==> config.mk <==
export PLATFORM = sky130hd
export DESIGN_NAME = ubi_buffer_irq
export DESIGN_NICKNAME = d
export VERILOG_FILES = /design/src/ubi_pkg.sv /design/src/ubi_buffer_irq.sv
export VERILOG_INCLUDE_DIRS = /design/src /design/src/src
export SDC_FILE = /design/constraint.sdc
export NUM_CORES = 1
export LEC_CHECK = 0
export ABC_CLOCK_PERIOD_IN_PS = 1600
export BUFFER_PORTS_ARGS = -buffer_cell sky130_fd_sc_hd__buf_2
export CORE_MARGIN = 5
export CORE_UTILIZATION = 48
export CTS_CLUSTER_SIZE = 24
export DETAILED_ROUTE_END_ITERATION = 16
export PLACE_DENSITY_LB_ADDON = 0.2
export SLEW_MARGIN = 10
export SYNTH_ARGS = -nofsm -noshare
export SYNTH_HDL_FRONTEND = slang
export SYNTH_SLANG_ARGS = --single-unit
==> constraint.sdc <==
create_clock -name mclk_in -period 1.6 [get_ports mclk_in]
set_clock_uncertainty 0.05 [all_clocks]
set_input_delay 0.16 -clock mclk_in [delete_from_list [all_inputs] [get_ports mclk_in]]
set_output_delay 0.16 -clock mclk_in [all_outputs]
set_load 0.01 [all_outputs]
==> src/ubi_map.svh <==
`ifndef UBI_MAP_SVH
`define UBI_MAP_SVH
// Register indices on the software port
`define UBI_A_STAT 4'h0
`define UBI_A_ENM 4'h1
`define UBI_A_ENX 4'h2
`define UBI_A_RENB 4'h3
`define UBI_A_NENB 4'h4
`define UBI_A_EENB 4'h5
`define UBI_A_RSTS 4'h6
`define UBI_A_NSTS 4'h7
`define UBI_A_ESTS 4'h8
`define UBI_A_TESEL 4'h9
`define UBI_A_PID 4'ha
`define UBI_A_BUFFER_CLEAR 4'hb
// Bit positions in main status and main enable
`define UBI_B_BUFFER_READY_IRQ 0
`define UBI_B_NOT_READY_IRQ 1
`define UBI_B_BUFFER_EMPTY_IRQ 2
// Bit position of the ready-clear mode in the aux enable
`define UBI_B_MODE 0
// Reset values
`define UBI_RST16 16'h0000
`define UBI_RST8 8'h00
`define UBI_RST3 3'h0
// Transmit side threshold for the empty event, in bytes
`define UBI_TX_SMALL 11'h008
// Packet size zero
`define UBI_MPS_ZERO 11'h000
// One-hot base for pipe decode
`define UBI_ONE8 8'h01
`endif

==> src/ubi_pkg.sv <==
`default_nettype none
package ubi_pkg;
	// Pipe number, pipe 0 is the control pipe
	typedef logic [2:0] ubi_pipe_t;
	// Token kinds seen on the bus
	typedef enum logic [1:0] {
		UBI_TOK_IN = 2'b00,
		UBI_TOK_OUT = 2'b01,
		UBI_TOK_PING = 2'b10,
		UBI_TOK_SETUP = 2'b11
	} ubi_tok_e;
	// Pipe response codes
	typedef enum logic [1:0] {
		UBI_PID_NAK = 2'b00,
		UBI_PID_BUF = 2'b01,
		UBI_PID_STALL = 2'b10,
		UBI_PID_STALL2 = 2'b11
	} ubi_pid_e;
endpackage : ubi_pkg
`default_nettype wire

==> src/ubi_buffer_irq.sv <==
`include "ubi_map.svh"
`default_nettype none
module ubi_buffer_irq (
	// Clock and reset
	input wire logic mclk_in,
	input wire logic rstn_in,
	// Software register port
	input wire logic [3:0] reg_addr_in,
	input wire logic [15:0] reg_wdata_in,
	input wire logic reg_wr_in,
	input wire logic reg_rd_in,
	output logic [15:0] reg_rdata_out,
	// Context of the current event
	input wire logic host_mode_in,
	input wire ubi_pkg::ubi_pipe_t ev_pipe_in,
	input wire logic [10:0] max_packet_size_in,
	input wire logic pipe_is_bulk_in,
	input wire logic pipe_is_iso_in,
	// Receive events
	input wire logic rx_done_in,
	input wire logic [10:0] rx_bytes_in,
	input wire logic rx_short_in,
	input wire logic rx_tc_end_in,
	input wire logic continuous_buffer_mode_in,
	input wire logic [10:0] buffer_fill_in,
	input wire logic [10:0] buffer_size_in,
	// Transmit events
	input wire logic tx_ack_in,
	input wire logic tx_sent_in,
	input wire logic double_buffer_in,
	input wire logic [10:0] other_side_bytes_in,
	// Token events
	input wire logic tok_done_in,
	input wire ubi_pkg::ubi_tok_e tok_kind_in,
	input wire logic hs_ack_in,
	input wire logic hs_stall_in,
	input wire logic hs_none_in,
	input wire logic iso_err_in,
	input wire logic out_of_interval_in,
	input wire logic buf_has_data_in,
	input wire logic buf_has_space_in,
	// Buffer status flags per pipe
	input wire logic [7:0] buffer_status_flag_in,
	// Outputs
	output logic irq_out,
	output logic nak_out,
	output logic setup_error_out,
	output logic [7:0] buffer_clear_out,
	output logic [15:0] pipe_response_out
);
	import ubi_pkg::*;

	// Software visible state
	logic [2:0] interrupt_enable_main_q;
	logic ready_clear_mode_q;
	logic [7:0] ready_enb_q, not_ready_enb_q, empty_enb_q;
	logic [7:0] buffer_ready_pipe_status_q, not_ready_pipe_status_q;
	logic [7:0] buffer_empty_pipe_status_q;
	logic [7:0] transfer_end_ready_select_q;
	logic [15:0] pipe_response_q;
	logic [7:0] buffer_clear_q;
	logic ready_sum_q;
	logic irq_q;
	logic [15:0] rdata_q;

	// Address decode
	wire wr_enm = reg_wr_in && (reg_addr_in == `UBI_A_ENM);
	wire wr_enx = reg_wr_in && (reg_addr_in == `UBI_A_ENX);
	wire wr_renb = reg_wr_in && (reg_addr_in == `UBI_A_RENB);
	wire wr_nenb = reg_wr_in && (reg_addr_in == `UBI_A_NENB);
	wire wr_eenb = reg_wr_in && (reg_addr_in == `UBI_A_EENB);
	wire wr_rsts = reg_wr_in && (reg_addr_in == `UBI_A_RSTS);
	wire wr_nsts = reg_wr_in && (reg_addr_in == `UBI_A_NSTS);
	wire wr_ests = reg_wr_in && (reg_addr_in == `UBI_A_ESTS);
	wire wr_tesel = reg_wr_in && (reg_addr_in == `UBI_A_TESEL);
	wire wr_pid = reg_wr_in && (reg_addr_in == `UBI_A_PID);
	wire wr_buffer_clear = reg_wr_in && (reg_addr_in == `UBI_A_BUFFER_CLEAR);

	// One-hot select of the event pipe
	wire [7:0] pipe_sel = `UBI_ONE8 << ev_pipe_in;
	wire non_ctrl = (ev_pipe_in != `UBI_RST3);

	// Response code of the event pipe
	wire [1:0] ev_pid = pipe_response_q[{ev_pipe_in, 1'b0} +: 2];
	wire ev_buf = (ev_pid == UBI_PID_BUF);
	wire mps_zero = (max_packet_size_in == `UBI_MPS_ZERO);

	// Receive classification
	wire rx_zero = (rx_bytes_in == `UBI_MPS_ZERO);
	wire rx_over = rx_bytes_in > max_packet_size_in;
	wire rx_full = continuous_buffer_mode_in ? (buffer_fill_in >= buffer_size_in)
		: (rx_bytes_in == max_packet_size_in);
	wire rx_ok = rx_done_in && !rx_over;
	wire te_sel = transfer_end_ready_select_q[ev_pipe_in] && non_ctrl;
	// Per buffer readiness, zlp included
	wire rx_rdy_buf = rx_zero || rx_short_in || rx_tc_end_in || rx_full;
	// Per transfer readiness, only at transfer end
	wire rx_rdy_end = rx_zero || rx_short_in || rx_tc_end_in;
	wire rx_rdy = rx_ok && (te_sel ? rx_rdy_end : rx_rdy_buf);

	// Ready events from either direction
	wire ready_ev = rx_rdy || tx_ack_in;
	wire [7:0] ready_set = pipe_sel & {8{ready_ev}};

	// Token kinds
	wire k_in = (tok_kind_in == UBI_TOK_IN);
	wire k_out = (tok_kind_in == UBI_TOK_OUT) || (tok_kind_in == UBI_TOK_PING);
	wire k_setup = (tok_kind_in == UBI_TOK_SETUP);

	// Host side not-ready causes
	wire h_tok = tok_done_in && host_mode_in;
	wire h_resp = !k_setup && (hs_stall_in || hs_none_in);
	wire h_iso = pipe_is_iso_in && iso_err_in;
	wire h_not_ready_irq = h_tok && (h_resp || (h_iso && !k_setup));
	// Unacked setup goes to setup error only
	wire h_setup_err = h_tok && k_setup && !hs_ack_in;

	// Peripheral side not-ready causes
	wire p_tok = tok_done_in && !host_mode_in;
	wire p_under = k_in && ev_buf && !buf_has_data_in;
	wire p_over = k_out && ev_buf && !buf_has_space_in;
	wire p_bulk0 = k_out && pipe_is_bulk_in && mps_zero;
	wire p_iso = pipe_is_iso_in && (iso_err_in || out_of_interval_in);
	wire p_not_ready_irq = p_tok && (p_under || p_over || p_bulk0 || p_iso);
	wire [7:0] not_ready_set = pipe_sel & {8{h_not_ready_irq || p_not_ready_irq}};

	// Empty events
	wire tx_empty = tx_sent_in
		&& (!double_buffer_in || (other_side_bytes_in < `UBI_TX_SMALL));
	wire rx_oversize = rx_done_in && rx_over;
	wire [7:0] empty_set = pipe_sel & {8{tx_empty || rx_oversize}};
	// Stall for oversize only when max packet size is nonzero
	wire [7:0] stall_set = pipe_sel & {8{rx_oversize && !mps_zero}};

	// Status next values, write 0 clears, a set wins over the clear
	wire [7:0] rdy_clr = wr_rsts ? ~reg_wdata_in[7:0] : `UBI_RST8;
	wire [7:0] nrd_clr = wr_nsts ? ~reg_wdata_in[7:0] : `UBI_RST8;
	wire [7:0] emp_clr = wr_ests ? ~reg_wdata_in[7:0] : `UBI_RST8;
	wire [7:0] rdy_sts_d = ready_set | (buffer_ready_pipe_status_q & ~rdy_clr);
	wire [7:0] nrd_sts_d = not_ready_set | (not_ready_pipe_status_q & ~nrd_clr);
	wire [7:0] emp_sts_d = empty_set | (buffer_empty_pipe_status_q & ~emp_clr);

	// Summaries
	wire rdy_any = |(buffer_ready_pipe_status_q & ready_enb_q);
	wire buffer_status_flag_any = |(buffer_status_flag_in & ready_enb_q);
	wire rdy_set_en = |(ready_set & ready_enb_q);
	// Mode 1 holds until hardware drains every enabled buffer flag
	wire ready_sum_d = rdy_set_en || (ready_sum_q && buffer_status_flag_any);
	wire buffer_ready_irq = ready_clear_mode_q ? ready_sum_q : rdy_any;
	wire not_ready_irq = |(not_ready_pipe_status_q & not_ready_enb_q);
	wire buffer_empty_irq = |(buffer_empty_pipe_status_q & empty_enb_q);
	wire [2:0] interrupt_status_main = {buffer_empty_irq, not_ready_irq, buffer_ready_irq};
	wire irq_d = |(interrupt_status_main & interrupt_enable_main_q);

	// Response codes per pipe, hardware stall wins over software
	wire [15:0] pid_d;
	genvar gi;
	generate
		for (gi = 0; gi < 8; gi++) begin : g_pid
			assign pid_d[2*gi +: 2] = stall_set[gi] ? UBI_PID_STALL
				: (wr_pid ? reg_wdata_in[2*gi +: 2] : pipe_response_q[2*gi +: 2]);
		end
	endgenerate

	// Read mux, unmapped reads return zero
	logic [15:0] rdata_d;
	always_comb begin
		rdata_d = `UBI_RST16;
		unique case (reg_addr_in)
			`UBI_A_STAT: rdata_d = {13'h0000, interrupt_status_main};
			`UBI_A_ENM: rdata_d = {13'h0000, interrupt_enable_main_q};
			`UBI_A_ENX: rdata_d = {15'h0000, ready_clear_mode_q};
			`UBI_A_RENB: rdata_d = {8'h00, ready_enb_q};
			`UBI_A_NENB: rdata_d = {8'h00, not_ready_enb_q};
			`UBI_A_EENB: rdata_d = {8'h00, empty_enb_q};
			`UBI_A_RSTS: rdata_d = {8'h00, buffer_ready_pipe_status_q};
			`UBI_A_NSTS: rdata_d = {8'h00, not_ready_pipe_status_q};
			`UBI_A_ESTS: rdata_d = {8'h00, buffer_empty_pipe_status_q};
			`UBI_A_TESEL: rdata_d = {8'h00, transfer_end_ready_select_q};
			`UBI_A_PID: rdata_d = pipe_response_q;
			default: rdata_d = `UBI_RST16;
		endcase
	end

	// Configuration registers
	always_ff @(posedge mclk_in or negedge rstn_in) begin
		if (!rstn_in) begin
			interrupt_enable_main_q <= `UBI_RST3;
			ready_clear_mode_q <= 1'b0;
			ready_enb_q <= `UBI_RST8;
			not_ready_enb_q <= `UBI_RST8;
			empty_enb_q <= `UBI_RST8;
			transfer_end_ready_select_q <= `UBI_RST8;
		end else begin
			if (wr_enm) interrupt_enable_main_q <= reg_wdata_in[2:0];
			if (wr_enx) ready_clear_mode_q <= reg_wdata_in[`UBI_B_MODE];
			if (wr_renb) ready_enb_q <= reg_wdata_in[7:0];
			if (wr_nenb) not_ready_enb_q <= reg_wdata_in[7:0];
			if (wr_eenb) empty_enb_q <= reg_wdata_in[7:0];
			// Pipe 0 has no per-transfer option
			if (wr_tesel) transfer_end_ready_select_q <= {reg_wdata_in[7:1], 1'b0};
		end
	end

	// Status, response and summary state
	always_ff @(posedge mclk_in or negedge rstn_in) begin
		if (!rstn_in) begin
			buffer_ready_pipe_status_q <= `UBI_RST8;
			not_ready_pipe_status_q <= `UBI_RST8;
			buffer_empty_pipe_status_q <= `UBI_RST8;
			pipe_response_q <= `UBI_RST16;
			ready_sum_q <= 1'b0;
			irq_q <= 1'b0;
		end else begin
			buffer_ready_pipe_status_q <= rdy_sts_d;
			not_ready_pipe_status_q <= nrd_sts_d;
			buffer_empty_pipe_status_q <= emp_sts_d;
			pipe_response_q <= pid_d;
			ready_sum_q <= ready_sum_d;
			irq_q <= irq_d;
		end
	end

	// Read data and buffer clear pulses
	always_ff @(posedge mclk_in or negedge rstn_in) begin
		if (!rstn_in) begin
			rdata_q <= `UBI_RST16;
			buffer_clear_q <= `UBI_RST8;
		end else begin
			rdata_q <= reg_rd_in ? rdata_d : `UBI_RST16;
			// Clear request per pipe, software orders it after status clear
			buffer_clear_q <= wr_buffer_clear ? reg_wdata_in[7:0] : `UBI_RST8;
		end
	end

	// Outputs
	assign reg_rdata_out = rdata_q;
	assign irq_out = irq_q;
	assign nak_out = p_tok && (p_under || p_over);
	assign setup_error_out = h_setup_err;
	assign buffer_clear_out = buffer_clear_q;
	assign pipe_response_out = pipe_response_q;

	// Checks
	zlp_sets_ready_a: assert property (@(posedge mclk_in) disable iff (!rstn_in)
		rx_done_in && rx_zero && !rx_over |=> buffer_ready_pipe_status_q[$past(ev_pipe_in)])
		else $error("zero-length packet did not set ready status");

	te_blocks_full_a: assert property (@(posedge mclk_in) disable iff (!rstn_in)
		te_sel && rx_done_in && !rx_short_in && !rx_tc_end_in && !rx_zero && !tx_ack_in
		&& !buffer_ready_pipe_status_q[ev_pipe_in]
		|=> !buffer_ready_pipe_status_q[$past(ev_pipe_in)])
		else $error("per-transfer pipe signalled ready mid transfer");

	tx_ack_ready_a: assert property (@(posedge mclk_in) disable iff (!rstn_in)
		tx_ack_in |=> buffer_ready_pipe_status_q[$past(ev_pipe_in)])
		else $error("acknowledged transmit did not set ready status");

	mode0_summary_a: assert property (@(posedge mclk_in) disable iff (!rstn_in)
		!ready_clear_mode_q && ((buffer_ready_pipe_status_q & ready_enb_q) == 8'h00)
		|-> !interrupt_status_main[`UBI_B_BUFFER_READY_IRQ])
		else $error("ready summary held after enabled bits cleared");

	not_ready_irq_record_a: assert property (@(posedge mclk_in) disable iff (!rstn_in)
		h_not_ready_irq || p_not_ready_irq |=> not_ready_pipe_status_q[$past(ev_pipe_in)])
		else $error("not-ready request was not recorded");

	setup_no_not_ready_irq_a: assert property (@(posedge mclk_in) disable iff (!rstn_in)
		h_tok && k_setup |-> !h_not_ready_irq && (setup_error_out == !hs_ack_in))
		else $error("setup without ack handled wrongly");

	underrun_nak_a: assert property (@(posedge mclk_in) disable iff (!rstn_in)
		p_tok && k_in && ev_buf && !buf_has_data_in |-> nak_out ##1
		not_ready_pipe_status_q[$past(ev_pipe_in)])
		else $error("underrun did not NAK and record not-ready");

	oversize_stall_a: assert property (@(posedge mclk_in) disable iff (!rstn_in)
		rx_done_in && rx_over && !mps_zero |=> buffer_empty_pipe_status_q[$past(ev_pipe_in)]
		&& (pipe_response_q[{$past(ev_pipe_in), 1'b0} +: 2] == UBI_PID_STALL))
		else $error("oversize packet did not stall the pipe");

	big_other_side_a: assert property (@(posedge mclk_in) disable iff (!rstn_in)
		tx_sent_in && double_buffer_in && (other_side_bytes_in >= `UBI_TX_SMALL)
		&& !rx_done_in |-> empty_set == 8'h00)
		else $error("empty raised while other side holds eight or more bytes");

	irq_gate_a: assert property (@(posedge mclk_in) disable iff (!rstn_in)
		irq_out |-> $past(|(interrupt_status_main & interrupt_enable_main_q)))
		else $error("interrupt raised without an enabled summary bit");

	full_sets_ready_a: assert property (@(posedge mclk_in) disable iff (!rstn_in)
		rx_done_in && !rx_over && !te_sel && rx_full
		|=> buffer_ready_pipe_status_q[$past(ev_pipe_in)])
		else $error("full buffer did not set ready status");

	te_end_ready_a: assert property (@(posedge mclk_in) disable iff (!rstn_in)
		te_sel && rx_done_in && !rx_over && (rx_short_in || rx_tc_end_in)
		|=> buffer_ready_pipe_status_q[$past(ev_pipe_in)])
		else $error("per-transfer pipe missed the transfer end");

	mode1_release_a: assert property (@(posedge mclk_in) disable iff (!rstn_in)
		ready_clear_mode_q && !buffer_status_flag_any && !rdy_set_en |=> !ready_sum_q)
		else $error("ready summary held after buffer flags drained");

	overrun_nak_a: assert property (@(posedge mclk_in) disable iff (!rstn_in)
		p_tok && k_out && ev_buf && !buf_has_space_in |-> nak_out ##1
		not_ready_pipe_status_q[$past(ev_pipe_in)])
		else $error("overrun did not NAK and record not-ready");

	not_ready_irq_summary_a: assert property (@(posedge mclk_in) disable iff (!rstn_in)
		((not_ready_pipe_status_q & not_ready_enb_q) == 8'h00)
		|-> !interrupt_status_main[`UBI_B_NOT_READY_IRQ])
		else $error("not-ready summary held after status cleared");

	tx_empty_a: assert property (@(posedge mclk_in) disable iff (!rstn_in)
		tx_sent_in && !double_buffer_in |=> buffer_empty_pipe_status_q[$past(ev_pipe_in)])
		else $error("sent pipe did not record empty");
endmodule : ubi_buffer_irq
`default_nettype wire

==> metrics.sh <==
DRT.ANTENNA.VIOLATING_NETS=0
DRC=0
WORSTHOLDSTART='reg_wdata_in[9]'
AREAGROWTHSYNTHTOFINISH_PCT=44.9
WORST_PATH_SETUP_SLACK_AFTER_ROUTING_NS=-0.453
NETLIST_INSTANCES=573
ASYNC_RESET_FF_SHARE_PCT=100
FLOORPLAN.IO_PINS=153
POSTSYNTHREGISTERBITS=101
AREA.SEQUENTIAL_UM2=2530
VIAS_PER_CELL=6.01
GLOBALROUTE.TOTALOVERFLOW=0
POWER_PER_CELL_AREA_nW_PER_UM2=1030
SYNTH.DISTINCT_CELLS=68
PERIOD_MINUS_SLACK_NS=2.05
NNETSFINAL=965
WORST_SKEW_LATE_LATENCY_NS=0.36
HOLD_SLACK_NS=0.00743
SETUP_VIOL=42
SYNTH_FLOP_CELL='sky130_fd_sc_hd__dfrtp_1'
YS_SEQ_AREA_SHARE_PCT=43.7
TIMING.MAX_CAP.VIOLATIONS=0
DP_HPWL_UM=15700
FINAL_CELL_AREA_UM2=8370
P_LEAK_nW=3.95
ROUTE.FINAL.WIRE_LENGTH_UM=21500
YOSYS_WARNINGS=0
DIEWIDTH_UM=120
MAXCLOCKFREQUENCY_MHz=487
CRIT_PATH_MAX_INCR_DELAY_NS=0.51
DETAILROUTE.VIA_COUNT=5905
FILLERINSTANCES=910
WL_PER_CELL_UM=21.9
HOLD_CLASS='in -> reg'
NETLIST_AREA_UM2=5780
GRT_PASS1_VIAS=6106
FAILED_CHECKS='negative setup slack'
N_ANTENNA_CELL=0
MULTI_INPUT_COMB_AREA_UM2=3370
SYNTHESIS.AREA_PER_INSTANCE_UM2=10.1
WORST-PATH-BUF-INV=1
FLOORPLAN.DIE_AREA_UM2=14300
NUM_CTS_BUFFERS=9
START_UTIL_PCT=48.5
PLACEMENT_ROWS=40
STATUS='complete, but fails checks'
DR.PASS1.ITERS=5
LAYOUT_WORST_PATH_CYCLE_SHARE_PCT=128
IO_BUFFER_COUNT=149
ANTENNA_FOUND_INITIAL=1
CRITICAL-PATH-SLOWEST-CELL='sky130_fd_sc_hd__mux4_2'
VDD_DROP_MAX_uV=705
TIMING.FINAL.HOLD_VIOLATIONS=0
ROOT_BUFFER='sky130_fd_sc_hd__clkbuf_16'
CORE_AREA_UM2=11900
GRT_START_MAX_NET_PINS=44
SERIES_OF_CELL_INSTANCES_ALONG_THE_CRITICAL_PATH='nand2b_4 -> mux4_2 -> o32ai_4 -> and3b_1 -> buf_2'
TIMING.CRITICAL_PATH.FROM_TYPE='flip-flop'
DRIVE_GT1_SHARE_PCT=47.6
WORST_SLEW_MARGIN_RELATIVE_TO_ITS_LIMIT_PCT=54.9
GRT_SETUP_UNREPAIRED='yes'
CRITPATHLAUNCH='pipe_response_out[15]$_DFFE_PN0P_'
GRTUSAGETOTAL_PCT=29.9
MAXSLEWVIOLCOUNT=0
GP_CONGESTION=0.934
POSTSYNTHNETCOUNT=707
CRIT_TYPE='reg -> out'
GLOBAL_ROUTE_WIRE_LENGTH_BEFORE_REPAIR_UM=33300
CLOCKBUFFERDEPTH=2
DR.FIRST_ITER.DRC_COUNT=626
CRITPATHTOPFAMILY='multiplexers'
WORST_SETUP_PATH_END_KIND='primary output'
CLK_PIN_SLEW_NS=0.08
SYNTH_ENABLE_FLOP_CELLS=0
WORSTPATHMAXFANOUT=2
WORSTPATHARRIVAL_NS=1.84
WORSTREG2REGSTART='pipe_response_out[15]$_DFFE_PN0P_'
MAX_SLEW.WORST_PIN.SLEW_NS=0.672
CTS.SINK_COUNT=101
WORSTPATHREQUIRED_NS=1.39
DIE_Y_UM=120
CTS_TREE='done'
POSTPLACECELLAREA_UM2=7520
H-TREE-DEPTH=3
worst min-delay path: stages:
cell and delay (ns):
sky130_fd_sc_hd__buf_2 0.08, sky130_fd_sc_hd__nor2_1 0.04, sky130_fd_sc_hd__o22ai_2 0.10
worst paths after layout:
| path | slack [ns] | endpoint | cells past startpoint |
|---|---|---|---|
| max | -0.45 | nak_out | 5 |
| min | 0.007 | pipe_response_out[9]$_DFFE_PN0P_ | 3 |
| max reg2reg | -0.24 | not_ready_pipe_status_q[4]$_DFF_PN0_ | 7 |
| min reg2reg | 0.50 | reg_rdata_out[11]$_DFF_PN0_ | 1 |
| max in group asynchronous | 0.71 | empty_enb_q[3]$_DFFE_PN0P_ | 3 |
| min in group asynchronous | 0.22 | buffer_clear_out[3]$_DFF_PN0_ | 2 |
repair_timing:
item	in CTS	in global routing
cloned	2	0
hold endpoints to repair	29	1
resized for setup	33	31
hold buffers	4	1
setup endpoints to repair	43	44
buffers inserted	5	13
pin swaps	17	29
stage by stage:
| step | instances | util [%] | power [mW] | setup TNS, ns | worst slack [ns] |
|---|---|---|---|---|---|
| after floorplan | 573 | - | 4.60 | -5.49 | -0.223 |
| after global placement | 943 | 63.1 | 5.90 | -14.50 | -0.437 |
| after detailed placement | 943 | 63.1 | 5.98 | -17.01 | -0.530 |
| after CTS | 969 | 67.9 | 8.33 | -4.44 | -0.462 |
| after global routing | 983 | 70.3 | 9.04 | -9.34 | -0.515 |
| final | 983 | 70.3 | 8.64 | -6.15 | -0.453 |
final cells by class:
cell class | instances | share of cell area, %
clock buffers | 9 | 2.69
clock inverters | 7 | 0.896
inverters | 37 | 1.84
multi-input cells | 403 | 40.3
flip-flops and latches | 101 | 30.2
well taps | 147 | 2.20
repair buffers | 279 | 21.9
cell families after synthesis:
kind of cell,synth area share [%]
AOI/OAI and AO/OA,21.1
and+or+nand+nor,14.9
DFF,43.7
buffers and inverters,5.26
muxes,9.79
adders and majority gates,5.20
sequential cells by signal (all words and copies together), names as in the netlist:
register	flops
transfer_end_ready_select_q	7
not_ready_enb_q	8
irq_out	1
buffer_clear_out	8
reg_rdata_out	16
ready_enb_q	8
buffer_empty_pipe_status_q	8
pipe_response_out	16
buffer_ready_pipe_status_q	8
not_ready_pipe_status_q	8
ready_clear_mode_q	1
empty_enb_q	8
ready_sum_q	1
interrupt_enable_main_q	3
Yosys cell counts (all sizes together), types with 3 or more instances:
master | count | area share, %
nor3 | 6 | 0.61
nand3 | 14 | 1.2
a211oi | 5 | 0.74
nor4 | 5 | 0.54
nand2b | 6 | 0.65
nand2 | 32 | 2.1
a32oi | 6 | 1.0
mux2 | 38 | 7.4
nand3b | 5 | 0.65
a21oi | 15 | 1.3
nor2b | 15 | 1.6
nand4 | 8 | 0.87
buf | 23 | 2.1
and3 | 5 | 0.54
ha | 24 | 5.2
a22o | 6 | 0.91
dfrtp | 101 | 44
mux4 | 3 | 1.2
mux2i | 7 | 1.2
o31ai | 9 | 1.3
o22ai | 14 | 1.5
and2 | 19 | 2.1
nor2 | 26 | 1.7
a22oi | 24 | 3.1
o21ai | 58 | 5.0
clkbuf | 11 | 0.71
a2bb2oi | 8 | 1.4
inv | 36 | 2.3
a221oi | 3 | 0.45
where the power goes:
part / switching, mW / internal (mW)
combinational: 1.44 / 1.51
clock: 1.13 / 1.12
sequential: 0.401 / 3.04
per-layer routing:
layer	part of all wire [%]	global-route usage, %
met1	39	38.3
met2	50	52.2
met3	8.2	5.14
met4	3.1	8.59
met5	0	0
placed cells by master, fill, tap and decap left out, types with 4 or more instances in the layout:
cell,count
sky130_fd_sc_hd__a22oi_2,6
sky130_fd_sc_hd__nand3_1,14
sky130_fd_sc_hd__o21ai_0,41
sky130_fd_sc_hd__nor2b_1,15
sky130_fd_sc_hd__dfrtp_1,100
sky130_fd_sc_hd__and3_1,5
sky130_fd_sc_hd__o21ai_2,6
sky130_fd_sc_hd__nand4_1,8
sky130_fd_sc_hd__o22ai_1,9
sky130_fd_sc_hd__mux2i_1,7
sky130_fd_sc_hd__inv_1,32
sky130_fd_sc_hd__o31ai_4,6
sky130_fd_sc_hd__mux2_2,37
sky130_fd_sc_hd__ha_1,20
sky130_fd_sc_hd__inv_8,4
sky130_fd_sc_hd__o22ai_2,5
sky130_fd_sc_hd__dlygate4sd3_1,5
sky130_fd_sc_hd__buf_4,121
sky130_fd_sc_hd__buf_2,144
sky130_fd_sc_hd__and2_1,16
sky130_fd_sc_hd__a22oi_1,18
sky130_fd_sc_hd__a2bb2oi_2,8
sky130_fd_sc_hd__a22o_1,6
sky130_fd_sc_hd__nor3_1,5
sky130_fd_sc_hd__nand2b_1,5
sky130_fd_sc_hd__o21ai_1,11
sky130_fd_sc_hd__nand2_1,31
sky130_fd_sc_hd__nor2_1,26
sky130_fd_sc_hd__clkbuf_16,9
sky130_fd_sc_hd__nor4_1,4
sky130_fd_sc_hd__nand3b_1,5
sky130_fd_sc_hd__a32oi_1,5
sky130_fd_sc_hd__a21oi_1,12
sky130_fd_sc_hd__buf_12,6
Note: power is estimated with default switching activity, not from simulation.
